## src/phy_status_interrupt_regs_consts.vh

```
// Constants for the transceiver status, interrupt and diagnostic registers
`ifndef PHY_STATUS_INTERRUPT_REGS_CONSTS_VH
`define PHY_STATUS_INTERRUPT_REGS_CONSTS_VH

// *********************************************************************
// Register offsets
// *********************************************************************
`define OFS_EXPANDED_RECEIVE_CONTROL 5'h18
`define OFS_INTERRUPT_CONTROL_STATUS 5'h1b
`define OFS_CABLE_DIAGNOSTIC 5'h1d
`define OFS_PHY_STATUS_ONE 5'h1e
`define OFS_PHY_CONTROL_TWO 5'h1f

// *********************************************************************
// Field positions
// *********************************************************************
`define BIT_PREAMBLE_RESTORE 6
`define BIT_DIAG_ENABLE 15
`define BIT_XOVER_SELECT 15
`define BIT_INTR_LEVEL 9

// *********************************************************************
// Reset values
// *********************************************************************
`define RST_EXPANDED_HI 9'h010
`define RST_EXPANDED_LO 6'h01
`define RST_INTR_ENABLE 8'h00
`define RST_INTR_FLAGS 8'h00
`define RST_PHY_CONTROL_TWO 16'h8100

// *********************************************************************
// Serial management frame and receive timing counts
// *********************************************************************
`define MGMT_PREAMBLE_ONES 6'h20
`define MGMT_HEADER_LAST 5'h0b
`define MGMT_DATA_LAST 5'h0f
`define MGMT_OP_READ 2'h2
`define MGMT_OP_WRITE 2'h1
`define RX_PREAMBLE_NIBBLES 4'he

`endif

```

## src/preamble_strip.v

```verilog
// Receive nibble path that optionally removes the 10 Mb/s preamble
`timescale 1ns/1ns
`include "phy_status_interrupt_regs_consts.vh"

module preamble_strip (
   input wire core_clk,
   input wire rst,
   input wire strip_enable,
   input wire rx_in_valid,
   input wire [3:0] rx_in_data,
   output reg rx_out_valid,
   output reg [3:0] rx_out_data
);

   // *****************************************************************
   // Nibble counter since the start of the frame
   // *****************************************************************
   reg [3:0] nibble_count;
   wire in_preamble;

   // Saturating count stops wrap on long frames from re-stripping
   assign in_preamble = (nibble_count < `RX_PREAMBLE_NIBBLES);

   // Count nibbles while valid, restart when the frame ends
   always @(posedge core_clk) begin
      if (rst) begin
         nibble_count <= 4'h0;
      end else if (!rx_in_valid) begin
         nibble_count <= 4'h0;
      end else if (in_preamble) begin
         nibble_count <= nibble_count + 4'h1;
      end
   end

   // Drop the seven preamble bytes so the frame opens with SFD
   always @(posedge core_clk) begin
      if (rst) begin
         rx_out_valid <= 1'b0;
         rx_out_data <= 4'h0;
      end else begin
         rx_out_valid <= rx_in_valid & ~(strip_enable & in_preamble);
         rx_out_data <= rx_in_data;
      end
   end

endmodule

```

## src/phy_status_interrupt_regs.v

```verilog
// Management register bank with serial management slave and interrupt pin
`timescale 1ns/1ns
`include "phy_status_interrupt_regs_consts.vh"

//
// Contract
// - In 10 Mb/s, restore bit 1 keeps preamble, 0 strips seven bytes.
// - Jabber sets its flag; interrupts only when its enable, reset 0, is 1.
// - Receive error sets its flag; interrupts only while enabled.
// - Received page sets its flag; interrupts only while enabled.
// - Parallel detect fault sets its flag; interrupts only while enabled.
// - Partner acknowledge sets its flag; interrupts only while enabled.
// - Link loss sets its flag; interrupts only while enabled.
// - Remote fault sets its flag; interrupts only while enabled.
// - Link up sets its flag; interrupts only while enabled.
// - Low-byte flags are read only, reset to 0, clear when read.
// - Writing 1 starts cable test; bit stays 1 until test ends.
// - After test end, results including 9-bit distance stay valid.
// - Result code 00 normal, 01 open, 10 short, 11 test failed.
// - Short-cable indicator set when cable under ten meters.
// - Read-only pause capability bit, 1 means capable, resets 0.
// - Read-only link, polarity reversed and crossover state bits.
// - Energy-detect bit is 1 while receive pair carries a signal.
// - Isolate bit reads 1 while isolated, 0 in normal operation.
// - Three-bit resolved mode: negotiating, 10 or 100, half or full.
// - Crossover select, reset 1, picks standard method at 1.
// - Interrupt pin active high when level bit 1, low when 0.
module phy_status_interrupt_regs #(
   parameter [4:0] PHY_ADDR = 5'h01
) (
   input wire core_clk,
   input wire rst,
   input wire mdc,
   input wire mdio_in,
   output reg mdio_out,
   output reg mdio_oe,
   output reg intr_pin,
   input wire jabber_event,
   input wire rx_error_event,
   input wire page_received_event,
   input wire parallel_fault_event,
   input wire partner_ack_event,
   input wire link_down_event,
   input wire remote_fault_event,
   input wire link_up_event,
   input wire pause_capable,
   input wire link_is_up,
   input wire polarity_reversed,
   input wire mdix_state,
   input wire energy_present,
   input wire phy_isolated,
   input wire [2:0] operation_mode,
   output reg diag_start,
   input wire diag_done,
   input wire [1:0] diag_result_in,
   input wire diag_short_in,
   input wire [8:0] diag_distance_in,
   output reg preamble_restore,
   output reg crossover_algorithm_select,
   input wire rx_in_valid,
   input wire [3:0] rx_in_data,
   output wire rx_out_valid,
   output wire [3:0] rx_out_data
);

   // *****************************************************************
   // Frame states
   // *****************************************************************
   localparam [2:0] ST_PREAMBLE = 3'h0;
   localparam [2:0] ST_START = 3'h1;
   localparam [2:0] ST_HEADER = 3'h2;
   localparam [2:0] ST_TURN_ONE = 3'h3;
   localparam [2:0] ST_TURN_TWO = 3'h4;
   localparam [2:0] ST_DATA = 3'h5;
   localparam [15:0] RESET_TWO = `RST_PHY_CONTROL_TWO;

   // *****************************************************************
   // Pin synchronisers and clock edge detection
   // *****************************************************************
   reg mdc_meta;
   reg mdc_sync;
   reg mdc_last;
   reg mdio_meta;
   reg mdio_sync;
   wire mdc_rise;

   // Two flops per pin; the management clock is slow enough to sample
   always @(posedge core_clk) begin
      if (rst) begin
         mdc_meta <= 1'b0;
         mdc_sync <= 1'b0;
         mdc_last <= 1'b0;
         mdio_meta <= 1'b1;
         mdio_sync <= 1'b1;
      end else begin
         mdc_meta <= mdc;
         mdc_sync <= mdc_meta;
         mdc_last <= mdc_sync;
         mdio_meta <= mdio_in;
         mdio_sync <= mdio_meta;
      end
   end

   assign mdc_rise = mdc_sync & ~mdc_last;

   // *****************************************************************
   // Register storage
   // *****************************************************************
   reg [15:7] expanded_hi;
   reg [7:0] intr_enable;
   reg [7:0] intr_flags;
   reg [1:0] diag_result;
   reg diag_short;
   reg [2:0] diag_reserved;
   reg [8:0] diag_distance;
   reg [14:0] control_two_rest;
   wire [7:0] events;
   wire [15:0] read_word;

   // Bit order matches the flag byte, jabber at the top
   assign events = {jabber_event, rx_error_event, page_received_event,
                    parallel_fault_event, partner_ack_event,
                    link_down_event, remote_fault_event, link_up_event};

   // Word seen by the station for a given register offset
   function [15:0] register_value;
      input [4:0] addr;
      begin
         case (addr)
            `OFS_EXPANDED_RECEIVE_CONTROL: register_value =
               {expanded_hi, preamble_restore, `RST_EXPANDED_LO};
            `OFS_INTERRUPT_CONTROL_STATUS: register_value =
               {intr_enable, intr_flags};
            `OFS_CABLE_DIAGNOSTIC: register_value =
               {diag_start, diag_result, diag_short, diag_reserved,
                diag_distance};
            `OFS_PHY_STATUS_ONE: register_value =
               {6'h00, pause_capable, link_is_up, polarity_reversed,
                1'b0, mdix_state, energy_present, phy_isolated,
                operation_mode};
            `OFS_PHY_CONTROL_TWO: register_value =
               {crossover_algorithm_select, control_two_rest};
            default: register_value = 16'h0000;
         endcase
      end
   endfunction

   // *****************************************************************
   // Serial management frame engine
   // *****************************************************************
   reg [2:0] state;
   reg [5:0] ones_count;
   reg [4:0] bit_count;
   reg [10:0] header;
   reg [15:0] shift;
   reg is_read;
   reg addr_ok;
   reg [4:0] target;
   wire header_done;
   wire [4:0] decode_addr;
   wire decode_read;
   wire decode_ok;
   wire read_clear;
   wire write_fire;
   wire [15:0] write_data;

   assign header_done = mdc_rise && state == ST_HEADER &&
                        bit_count == `MGMT_HEADER_LAST;
   assign decode_addr = {header[3:0], mdio_sync};
   assign decode_read = header[10:9] == `MGMT_OP_READ;
   assign decode_ok = header[8:4] == PHY_ADDR &&
                      (decode_read || header[10:9] == `MGMT_OP_WRITE);
   assign read_word = register_value(decode_addr);
   // Clearing at the sampling edge means nothing seen is ever lost
   assign read_clear = header_done && decode_ok && decode_read &&
                       decode_addr == `OFS_INTERRUPT_CONTROL_STATUS;
   assign write_fire = mdc_rise && state == ST_DATA && !is_read &&
                       addr_ok && bit_count == `MGMT_DATA_LAST;
   assign write_data = {shift[14:0], mdio_sync};

   // Bits are taken and driven on the rising management clock edge
   always @(posedge core_clk) begin
      if (rst) begin
         state <= ST_PREAMBLE;
         ones_count <= 6'h00;
         bit_count <= 5'h00;
         header <= 11'h000;
         shift <= 16'h0000;
         is_read <= 1'b0;
         addr_ok <= 1'b0;
         target <= 5'h00;
         mdio_out <= 1'b0;
         mdio_oe <= 1'b0;
      end else if (mdc_rise) begin
         case (state)
            ST_PREAMBLE: begin
               if (mdio_sync) begin
                  if (ones_count != `MGMT_PREAMBLE_ONES) begin
                     ones_count <= ones_count + 6'h01;
                  end
               end else begin
                  if (ones_count == `MGMT_PREAMBLE_ONES) begin
                     state <= ST_START;
                  end
                  ones_count <= 6'h00;
               end
            end
            ST_START: begin
               bit_count <= 5'h00;
               state <= mdio_sync ? ST_HEADER : ST_PREAMBLE;
            end
            ST_HEADER: begin
               header <= {header[9:0], mdio_sync};
               bit_count <= bit_count + 5'h01;
               if (bit_count == `MGMT_HEADER_LAST) begin
                  is_read <= decode_read;
                  addr_ok <= decode_ok;
                  target <= decode_addr;
                  shift <= read_word;
                  state <= ST_TURN_ONE;
               end
            end
            ST_TURN_ONE: begin
               // Station releases the line first; drive zero afterwards
               mdio_out <= 1'b0;
               mdio_oe <= is_read & addr_ok;
               state <= ST_TURN_TWO;
            end
            ST_TURN_TWO: begin
               mdio_out <= shift[15];
               if (is_read) begin
                  shift <= {shift[14:0], 1'b0};
               end
               bit_count <= 5'h00;
               state <= ST_DATA;
            end
            ST_DATA: begin
               bit_count <= bit_count + 5'h01;
               if (bit_count == `MGMT_DATA_LAST) begin
                  mdio_oe <= 1'b0;
                  mdio_out <= 1'b0;
                  state <= ST_PREAMBLE;
               end else if (is_read) begin
                  mdio_out <= shift[15];
                  shift <= {shift[14:0], 1'b0};
               end else begin
                  shift <= write_data;
               end
            end
            default: begin
               state <= ST_PREAMBLE;
               mdio_oe <= 1'b0;
            end
         endcase
      end
   end

   // *****************************************************************
   // Control registers written by the station
   // *****************************************************************
   always @(posedge core_clk) begin
      if (rst) begin
         expanded_hi <= `RST_EXPANDED_HI;
         preamble_restore <= 1'b0;
         intr_enable <= `RST_INTR_ENABLE;
         control_two_rest <= RESET_TWO[14:0];
         crossover_algorithm_select <= RESET_TWO[15];
      end else if (write_fire) begin
         case (target)
            `OFS_EXPANDED_RECEIVE_CONTROL: begin
               expanded_hi <= write_data[15:7];
               preamble_restore <= write_data[`BIT_PREAMBLE_RESTORE];
            end
            `OFS_INTERRUPT_CONTROL_STATUS: begin
               intr_enable <= write_data[15:8];
            end
            `OFS_PHY_CONTROL_TWO: begin
               // Standard method at 1, alternative method at 0
               crossover_algorithm_select <=
                  write_data[`BIT_XOVER_SELECT];
               control_two_rest <= write_data[14:0];
            end
            default: begin
               preamble_restore <= preamble_restore;
            end
         endcase
      end
   end

   // *****************************************************************
   // Event flags, cleared by reading, set taking priority
   // *****************************************************************
   always @(posedge core_clk) begin
      if (rst) begin
         intr_flags <= `RST_INTR_FLAGS;
      end else begin
         intr_flags <= (intr_flags & ~{8{read_clear}}) | events;
      end
   end

   // *****************************************************************
   // Cable diagnostic start and results
   // *****************************************************************
   always @(posedge core_clk) begin
      if (rst) begin
         diag_start <= 1'b0;
         diag_result <= 2'h0;
         diag_short <= 1'b0;
         diag_reserved <= 3'h0;
         diag_distance <= 9'h000;
      end else begin
         if (write_fire && target == `OFS_CABLE_DIAGNOSTIC) begin
            diag_reserved <= write_data[11:9];
            // A fresh start overrides a completion in the same cycle
            if (write_data[`BIT_DIAG_ENABLE]) begin
               diag_start <= 1'b1;
            end else if (diag_done) begin
               diag_start <= 1'b0;
            end
         end else if (diag_done && diag_start) begin
            diag_start <= 1'b0;
         end
         if (diag_done && diag_start) begin
            // Results are frozen until the next test completes
            diag_result <= diag_result_in;
            diag_short <= diag_short_in;
            diag_distance <= diag_distance_in;
         end
      end
   end

   // *****************************************************************
   // Interrupt pin with selectable polarity
   // *****************************************************************
   wire intr_active;

   assign intr_active = |(intr_enable & intr_flags);

   // Reset value matches the active-low default, so the pin idles high
   always @(posedge core_clk) begin
      if (rst) begin
         intr_pin <= 1'b1;
      end else begin
         intr_pin <= control_two_rest[`BIT_INTR_LEVEL] ?
                     intr_active : ~intr_active;
      end
   end

   // *****************************************************************
   // Receive preamble handling
   // *****************************************************************
   wire strip_enable;

   // Only 10 Mb/s frames lose their preamble; 100 Mb/s always keeps it
   assign strip_enable = ~preamble_restore &
                         (operation_mode[1:0] == 2'h1);

   preamble_strip u_preamble_strip (
      .core_clk(core_clk),
      .rst(rst),
      .strip_enable(strip_enable),
      .rx_in_valid(rx_in_valid),
      .rx_in_data(rx_in_data),
      .rx_out_valid(rx_out_valid),
      .rx_out_data(rx_out_data)
   );

endmodule

```

## config.mk

```make
export PLATFORM = sky130hd
export DESIGN_NAME = phy_status_interrupt_regs
export DESIGN_NICKNAME = d
export VERILOG_FILES = /design/src/preamble_strip.v /design/src/phy_status_interrupt_regs.v
export VERILOG_INCLUDE_DIRS = /design/src
export SDC_FILE = /design/constraint.sdc
export NUM_CORES = 1
export LEC_CHECK = 0
export BUFFER_PORTS_ARGS = -buffer_cell sky130_fd_sc_hd__buf_2
export CORE_UTILIZATION = 35
export DETAILED_ROUTE_END_ITERATION = 10
export PLACE_DENSITY = 0.56
export RECOVER_POWER = 25
export SETUP_SLACK_MARGIN = 0.02
export SYNTH_ARGS = -nofsm -noshare
export SYNTH_HDL_FRONTEND = slang
export SYNTH_SLANG_ARGS = --single-unit
```

## constraint.sdc

```tcl
create_clock -name core_clk -period 3 [get_ports core_clk]
set_input_delay 0.45 -clock core_clk [delete_from_list [all_inputs] [get_ports core_clk]]
set_output_delay 0.45 -clock core_clk [all_outputs]
set_load 0.02 [all_outputs]
```

==> metrics.yaml, run 1 <==
route:
  via_per_inst: 5.50
  antenna_left: 0
  routedWlPerCell_um: 17.1
  routed_wl_mm: 16.0
  vias: 5166
  drc: 0
  drtPass1Iterations: 5
  drt_iter0_markers: 387
yosys:
  synth_top_family_by_area: "simple AND/OR/NAND/NOR gates"
  ys_top_cells_by_count: "123 x dfxtp_1, 83 x nand2_1, 67 x a21oi_1"
  netlist_top_cells_area: "dfxtp_1 43%, mux2i_1 7.1%, a21oi_1 5.8%"
  synthCells: 684
  synth_most_common_cell: "dfxtp_1"
  synthArstFlopShare_pct: 0
  synthXorXnorAreaFrac_pct: 1.52
  synth_edf_count: 0
  seq_area_frac_synth_pct: 42.8
  synth_top_cell_area_share_pct: 42.8
  yosys.area_share.simple_pct: 26.0
  synth-main-ff-cell: "dfxtp_1"
  yosysTopAreaCell: "dfxtp_1"
  syn-num-nets: 729
  synth.avg_cell_area_sq_um: 8.42
  synth-compound-area-share_pct: 15.6
  synth_mux_area_share_pct: 7.32
  ys.warnings.count: 0
  ys_types: 58
  synth_seq_cells: 123
  yosys.area_share.adder_pct: 1.30
  syn_area_sq_um: 5760
timing:
  relSlewSlack_pct: -7.90
  period_minus_slack_ns: 2.59
  final.setup_skew_ns: 0.0189
  tns_ns: 0
  max_freq_mhz: 387
  worst_slew_pin_slew_ns: 1.62
  finalWorstSetupSlack_ns: 0.413
  hold_viol: 0
  min_period_over_period_pct: 86.2
  setup_viol: 0
  rsz0062_at_grt: "no"
  slew_viol_final: 36
place:
  place.gp.congestion: 0.886
  port_buffers: 49
  place_inst: 908
  pre_cts_ws_ns: 0.625
  hpwl_mm: 10.9
global_routing:
  grt_pass1_wl_mm: 26.0
  grt_max_degree: 74
  grt_pass1_vias: 4941
  antenna_found_initial: 0
  grt-ovfl-total: 0
  grt_use_total_pct: 20.2
die:
  die-area_sq_um: 17000
  die_x_um: 130
  die_h_um: 130
  boundaryPins: 50
  num_rows: 46
  coreArea_sq_um: 15900
  initial_core_util_pct: 36.1
setup_path:
  reg2reg_slack_ns: 0.60
  r2r_cells: 7
  critPathLaunchType: "input pin"
  arrival_ns: 2.82
  worst-setup-path-type: "input pin to flip-flop"
  worstSetupEndpointType: "flip-flop"
  critPathRequiredTime_ns: 3.24
  worst-path-max-fanout: 35
layout:
  fill_cells: 1575
  drive_gt1_share_pct: 14.1
  area_growth_pct: 17.7
  fin_cells: 939
  diodes: 0
  fin_util_pct: 42.5
  nets: 756
  multiInputGateArea_sq_um: 2990
  seq_area_sq_um: 2460
outcome:
  outcome: "finished with violations"
  failed_checks: "capacitance limit, slew limit"
clocking:
  clk_latency_ns: 0.42
  h-tree-depth: 4
  cts_buffer_depth: 2
  cts_tree: "built"
  ctsHoldBuffers: 0
  clk_pin_slew_ns: 0.06
  clock_sinks: 123
  cts-root-buf: "clkbuf_16"
  cts_buffers: 17
  post_cts_buffers: 0
  ctsResizeCount: 0
flow_run:
  max_cap_viol_count: 1
power_and_ir_drop:
  p_leak_nw: 2.59
  irDropWorstVdd_uv: 403
  pwr_density_cell_nw_per_um2: 584
  report.power.total_mw: 3.96
worst_hold_path:
  hold_class: "input pin to flip-flop"
  hold_depth: 2
-- cell usage in the layout (no fill, tap or decap), types with 4 or more instances in the layout --
master and count:
a31oi_1 4, buf_2 40, dfxtp_1 123, nor4_1 7, xnor2_1 8, o22ai_1 9, a21oi_1 67, or3_1 4
nand3_1 26, nor2b_1 12, nor3_1 5, o21ai_0 16, buf_4 14, ha_1 6, a311oi_1 13, mux2i_1 41
or2_2 4, a22oi_1 4, nor2_1 55, bufinv_16 4, inv_1 20, clkbuf_16 17, nand3b_1 15, nand4_1 6
and3_1 34, nand2_1 83, o31ai_1 13, clkbuf_1 9, nand4b_1 5
-- through the flow --
step | hold slack, ns | area, sq um
after floorplan | 0.389 | 5760
after global placement | 0.400 | 6160
after detailed placement | 0.409 | 6160
after CTS | 0.200 | 6790
after global routing | 0.215 | 6780
final | 0.227 | 6780
-- cell families after synthesis --
family / Yosys count
compound gates: 145
simple gates: 282
buf+inv: 76
mux: 42
xor+xnor: 10
flops: 123
fa+ha+maj: 6
-- per-layer routing --
layer,GRT usage [%],wire (um)
met1,26.5,7320
met2,31.2,7290
met3,6.07,1250
met4,7.11,185
met5,0,0
-- state kept, by name, indices dropped and copies added (netlist names), 2 cells and up --
signal and flops:
shift 16, control_two_rest 15, header 11, diag_distance 9, expanded_hi 9, intr_enable 8
intr_flags 8, ones_count 6, bit_count 5, target 5, u_preamble_strip.nibble_count 4, u_preamble_strip.rx_out_data 4
diag_reserved 3, state 3, diag_result 2
-- area by class of cell --
type,instances,area share [%]
multi-input cells,485,44.1
clock buffers,18,6.48
inverters,20,1.11
well taps,216,3.99
repair buffers,64,5.12
clock inverters,13,2.83
flip-flops and latches,123,36.3
-- critical path, cell delays in order --
cell      delay, ns
clkbuf_1       1.14
inv_1          0.66
and3_1         0.41
nand4b_1       0.08
o31ai_1        0.07
-- final timing paths --
path | from | endpoint
worst max register to register | bit_count[1] | control_two_rest[9]
worst min-delay path | mdio_in | mdio_meta
worst min register to register | mdio_meta | mdio_sync
worst max-delay path | rst | ones_count[2]
-- report_power, final --
group          leakage, nW  internal (mW)  switching (mW)
clock network        0.299           1.41           0.765
logic                 1.29         0.0394          0.0713
registers            0.996           1.65          0.0197
total                 2.59           3.10           0.856
(Power assumes the default switching activity.)
==> run 2, diff against run 1 <==
Settings changed: CORE_ASPECT_RATIO from default to 0.9, GPL_TIMING_DRIVEN from default to 0.
==> metrics.yaml, run 2 (same netlist as run 1, synthesis figures left out) <==
global_routing:
  grt-ovfl-total: 0  # unchanged
  grt_max_degree: 17  # was 74
  grt_use_total_pct: 22.0  # was 20.2%
  grt_pass1_wl_mm: 27.8  # was 26.0 mm
  antenna_found_initial: 0  # unchanged
  grt_pass1_vias: 5042  # was 4941
clocking:
  cts_tree: "built"  # unchanged
  clk_pin_slew_ns: 0.06  # about the same
  cts_buffer_depth: 2  # unchanged
  cts-root-buf: "clkbuf_16"  # unchanged
  h-tree-depth: 4  # unchanged
  clock_sinks: 123  # unchanged
  ctsHoldBuffers: 0  # unchanged
  post_cts_buffers: 0  # unchanged
  clk_latency_ns: 0.41  # was 0.42 ns
  cts_buffers: 17  # unchanged
  ctsResizeCount: 0  # unchanged
route:
  drt_iter0_markers: 377  # was 387
  routedWlPerCell_um: 18.2  # was 17.1 um
  vias: 5297  # was 5166
  drtPass1Iterations: 4  # was 5
  via_per_inst: 5.46  # was 5.50
  routed_wl_mm: 17.6  # was 16.0 mm
  drc: 0  # unchanged
  antenna_left: 0  # unchanged
setup_path:
  r2r_cells: 7  # unchanged
  worst-setup-path-type: "flip-flop to flip-flop"  # was input pin to flip-flop
  startpoint: "bit_count[1]"  # was rst
  crit_end: "intr_enable[6]"  # was ones_count[2]
  arrival_ns: 2.98  # was 2.82 ns
  critPathRequiredTime_ns: 3.26  # was 3.24 ns
  worstSetupEndpointType: "flip-flop"  # unchanged
  r2r-start: "bit_count[1]"  # unchanged
  reg2reg_slack_ns: 0.29  # was 0.60 ns
  worst-path-max-fanout: 8  # was 35
  critPathLaunchType: "flip-flop"  # was input pin
  rr_endpoint: "intr_enable[6]"  # was control_two_rest[9]
timing:
  worst_slew_pin_slew_ns: 0.866  # was 1.62 ns
  final.setup_skew_ns: 0.00507  # was 0.0189 ns
  tns_ns: 0  # unchanged
  period_minus_slack_ns: 2.71  # was 2.59 ns
  slew_viol_final: 0  # was 36
  relSlewSlack_pct: 41.8  # was -7.90%
  min_period_over_period_pct: 90.5  # was 86.2%
  hold_viol: 0  # unchanged
  setup_viol: 0  # unchanged
  finalWorstSetupSlack_ns: 0.285  # was 0.413 ns
  rsz0062_at_grt: "no"  # unchanged
  max_freq_mhz: 368  # was 387 MHz
worst_hold_path:
  hold_path.startpoint: "mdio_in"  # unchanged
  hold_class: "input pin to flip-flop"  # unchanged
place:
  place.gp.congestion: 0.860  # was 0.886
  place_area_sq_um: 6260  # was 6160 sq um
  port_buffers: 48  # was 49
  place_inst: 939  # was 908
  pre_cts_ws_ns: 0.329  # was 0.625 ns
  hpwl_mm: 13.0  # was 10.9 mm
die:
  die-area_sq_um: 17000  # about the same
  die_x_um: 137  # was 130 um
  boundaryPins: 50  # unchanged
  die_h_um: 124  # was 130 um
  initial_core_util_pct: 35.7  # was 36.1%
  num_rows: 44  # was 46
  coreArea_sq_um: 16100  # was 15900 sq um
layout:
  fin_util_pct: 42.2  # was 42.5%
  final_cell_area_sq_um: 6810  # was 6780 sq um
  final_cell_mix: "123 x dfxtp_1, 83 x nand2_1, 67 x a21oi_1, 55 x nor2_1, 52 x clkbuf_1"  # was 123 x dfxtp_1, 83 x nand2_1, 67 x a21oi_1, 55 x nor2_1, 41 x mux2i_1
  fill_cells: 1593  # was 1575
  multiInputGateArea_sq_um: 2980  # was 2990 sq um
  largest_reg_flops: 16  # unchanged
  area_growth_pct: 18.3  # was 17.7%
  reg_top3: "shift: 16 flops, control_two_rest: 15 flops, header: 11 flops"  # unchanged
  fin_cells: 971  # was 939
  nets: 796  # was 756
  seq_area_sq_um: 2460  # unchanged
  top_register: "shift"  # unchanged
  drive_gt1_share_pct: 12.3  # was 14.1%
  diodes: 0  # unchanged
  mostFrequentLayoutCell: "dfxtp_1"  # unchanged
outcome:
  outcome: "finished clean"  # was finished with violations
flow_run:
  max_cap_viol_count: 0  # was 1
power_and_ir_drop:
  pwr_density_cell_nw_per_um2: 551  # was 584 nW/um^2
  irDropWorstVdd_uv: 513  # was 403 uV
  p_leak_nw: 2.61  # was 2.59 nW
-- run 2: power breakdown --
group	total, mW	switching, mW	internal [mW]
logic	0.126	0.0843	0.0420
registers	1.66	0.0130	1.65
clock network	1.96	0.720	1.24
total	3.75	0.817	2.94
-- run 2: layout make-up --
type | count | share of cell area [%]
Multi-Input combinational cell | 485 | 43.7
Sequential cell | 123 | 36.2
Clock buffer | 25 | 7.42
Tap cell | 207 | 3.80
Buffer | 56 | 3.53
Timing Repair Buffer | 48 | 3.33
Inverter | 20 | 1.10
Clock inverter | 7 | 0.919
-- run 2: metal layers --
| layer | part of all wire [%] | track usage (%) | up-vias |
|---|---|---|---|
| li1 | - | - | 2569 |
| met1 | 48 | 30.2 | 2526 |
| met4 | 1.4 | 6.94 | 0 |
| met2 | 44 | 33.4 | 184 |
| met3 | 7.1 | 5.90 | 18 |
| met5 | 0 | 0 | - |
-- run 2: how the worst min path moves through the flow --
stage / slack, ns / end / depth (start not counted)
after floorplan: 0.39 / mdio_sync / 1
after global placement: 0.40 / mdio_sync / 1
after detailed placement: 0.40 / mdio_sync / 1
after CTS: 0.21 / mdio_meta / 2
after global routing: 0.21 / mdio_meta / 2
final: 0.22 / mdio_meta / 2
-- run 2: through the flow --
stage          hold WS (ns)  power (mW)
5_1_grt               0.214        3.88
6_report              0.222        3.75
4_1_cts               0.215        3.78
3_5_place_dp          0.399        1.83
3_3_place_gp          0.403        1.82
2_1_floorplan         0.389        1.76
-- run 2: critical path, cell delays in order, from the launching register on --
cell and delay [ns]:
dfxtp_1 0.39, ha_1 0.20, and3_1 0.17, ha_1 0.26
nand3_1 0.36, nor4_4 0.83, mux2i_1 0.28, nor2_1 0.06
==> run 3, diff against run 2 <==
Settings changed: PLACE_DENSITY 0.56 to 0.57.
==> metrics.yaml, run 3 (same netlist as run 1, synthesis figures left out) <==
clocking:
  clk_pin_slew_ns: 0.06  # about the same
  cts_buffer_depth: 2  # unchanged
  cts-root-buf: "clkbuf_16"  # unchanged
  cts_buffers: 17  # unchanged
  post_cts_buffers: 0  # unchanged
  ctsResizeCount: 0  # unchanged
  cts_tree: "built"  # unchanged
  h-tree-depth: 4  # unchanged
  clk_latency_ns: 0.42  # was 0.41 ns
  ctsHoldBuffers: 0  # unchanged
  clock_sinks: 123  # unchanged
power_and_ir_drop:
  irDropWorstVdd_uv: 592  # was 513 uV
  p_leak_nw: 2.59  # was 2.61 nW
  report.power.total_mw: 3.85  # was 3.75 mW
  pwr_density_cell_nw_per_um2: 563  # was 551 nW/um^2
timing:
  hold_viol: 0  # unchanged
  rsz0062_at_grt: "no"  # unchanged
  period_minus_slack_ns: 2.77  # was 2.71 ns
  min_period_over_period_pct: 92.3  # was 90.5%
  slew_viol_final: 0  # unchanged
  final.setup_skew_ns: 0.0107  # was 0.00507 ns
  finalWorstSetupSlack_ns: 0.232  # was 0.285 ns
  setup_viol: 0  # unchanged
  tns_ns: 0  # unchanged
  worst_slew_pin_slew_ns: 0.889  # was 0.866 ns
  relSlewSlack_pct: 40.3  # was 41.8%
  max_freq_mhz: 361  # was 368 MHz
route:
  routed_wl_mm: 17.4  # was 17.6 mm
  via_per_inst: 5.44  # was 5.46
  drc: 0  # unchanged
  routedWlPerCell_um: 17.9  # was 18.2 um
  drt_iter0_markers: 432  # was 377
  vias: 5283  # was 5297
  antenna_left: 0  # unchanged
  drtPass1Iterations: 6  # was 4
setup_path:
  crit_chain: "ha_1, and3_1, ha_1, nand3_1, nor4_4, mux2i_1, nor2_1"  # unchanged
  worstSetupEndpointType: "flip-flop"  # unchanged
  critPathRequiredTime_ns: 3.27  # was 3.26 ns
  worst-setup-path-type: "flip-flop to flip-flop"  # unchanged
  cpMaxStageDelayCell: "nor4_4"  # unchanged
  critPathLaunchType: "flip-flop"  # unchanged
  cp_slowest_stage_delay_ns: 0.86  # was 0.83 ns
  worst-path-max-fanout: 8  # unchanged
  worst_path_dominant_cell_family: "simple AND/OR/NAND/NOR gates"  # unchanged
  arrival_ns: 3.04  # was 2.98 ns
  cpMostUsedCell: "ha_1"  # unchanged
  worst-path-buf-inv: 0  # unchanged
layout:
  fill_cells: 1610  # was 1593
  largest_reg_flops: 16  # unchanged
  final_cell_mix: "123 x dfxtp_1, 83 x nand2_1, 67 x a21oi_1, 55 x nor2_1, 50 x clkbuf_1"  # was 123 x dfxtp_1, 83 x nand2_1, 67 x a21oi_1, 55 x nor2_1, 52 x clkbuf_1
  drive_gt1_share_pct: 12.6  # was 12.3%
  nets: 796  # unchanged
  fin_cells: 971  # unchanged
  reg_top3: "shift: 16 flops, control_two_rest: 15 flops, header: 11 flops"  # unchanged
  top_register: "shift"  # unchanged
  diodes: 0  # unchanged
  mostFrequentLayoutCell: "dfxtp_1"  # unchanged
  area_growth_pct: 18.8  # was 18.3%
die:
  boundaryPins: 50  # unchanged
  die_x_um: 137  # unchanged
  num_rows: 44  # unchanged
  die-area_sq_um: 17000  # unchanged
  coreArea_sq_um: 16100  # unchanged
  die_h_um: 124  # unchanged
  initial_core_util_pct: 35.7  # unchanged
global_routing:
  grt_use_total_pct: 21.7  # was 22.0%
  grt_pass1_vias: 4950  # was 5042
  grt-ovfl-total: 0  # unchanged
  antenna_found_initial: 0  # unchanged
  grt_max_degree: 17  # unchanged
  grt_pass1_wl_mm: 27.5  # was 27.8 mm
place:
  place_inst: 939  # unchanged
  place.gp.congestion: 0.878  # was 0.860
  hpwl_mm: 12.7  # was 13.0 mm
  port_buffers: 48  # unchanged
  pre_cts_ws_ns: 0.309  # was 0.329 ns
outcome:
  outcome: "finished clean"  # unchanged
flow_run:
  max_cap_viol_count: 0  # unchanged
worst_hold_path:
  hold_class: "input pin to flip-flop"  # unchanged
-- run 3: cell count changes in the layout (fill, tap and decap cells not counted) --
cell        delta
clkbuf_8       -3
clkinv_4       +1
clkinv_2       -5
bufinv_16      +1
clkinvlp_4     +6
inv_6          +2
clkbuf_1       -2
-- run 3: area by class of cell --
| type | count | area [sq um] | area share [%] |
|---|---|---|---|
| plain buffers | 56 | 240 | 3.51 |
| clock buffers | 20 | 457 | 6.68 |
| clock inverters | 12 | 139 | 2.03 |
| inverters | 20 | 75.1 | 1.10 |
| multi-input cells | 485 | 2980 | 43.6 |
| flip-flops and latches | 123 | 2460 | 36.0 |
| well taps | 207 | 259 | 3.79 |
| repair buffers | 48 | 226 | 3.31 |
-- run 3: through the flow --
| step | area (sq um) | util [%] | hold slack (ns) |
|---|---|---|---|
| 2_1_floorplan | 5760 | - | 0.389 |
| 3_3_place_gp | 6260 | 38.8 | 0.405 |
| 3_5_place_dp | 6260 | 38.8 | 0.404 |
| 4_1_cts | 6850 | 42.5 | 0.198 |
| 5_1_grt | 6840 | 42.4 | 0.193 |
| 6_report | 6840 | 42.4 | 0.208 |
-- run 3: power by group --
part | switching (mW) | internal, mW | leakage [nW] | total, mW
clock network | 0.791 | 1.27 | 0.268 | 2.06
registers | 0.0131 | 1.65 | 0.996 | 1.66
logic | 0.0848 | 0.0421 | 1.33 | 0.127
-- run 3: per-layer routing --
metal  part of all wire [%]  vias to the layer above  GRT usage [%]
met5                      0                        -              0
met4                    1.8                        0           7.28
met3                    7.9                       31           5.25
met2                     42                      233           31.7
met1                     48                     2448           31.0
li1                       -                     2571              -
-- run 3: final timing paths --
path                                   start              to  slack, ns  cells past startpoint
worst max register to register  bit_count[1]  intr_enable[5]       0.23                      7
worst max-delay path            bit_count[1]  intr_enable[5]       0.23                      7
worst min-delay path                 mdio_in       mdio_meta       0.21                      2
worst min register to register     mdio_meta       mdio_sync       0.42                      1
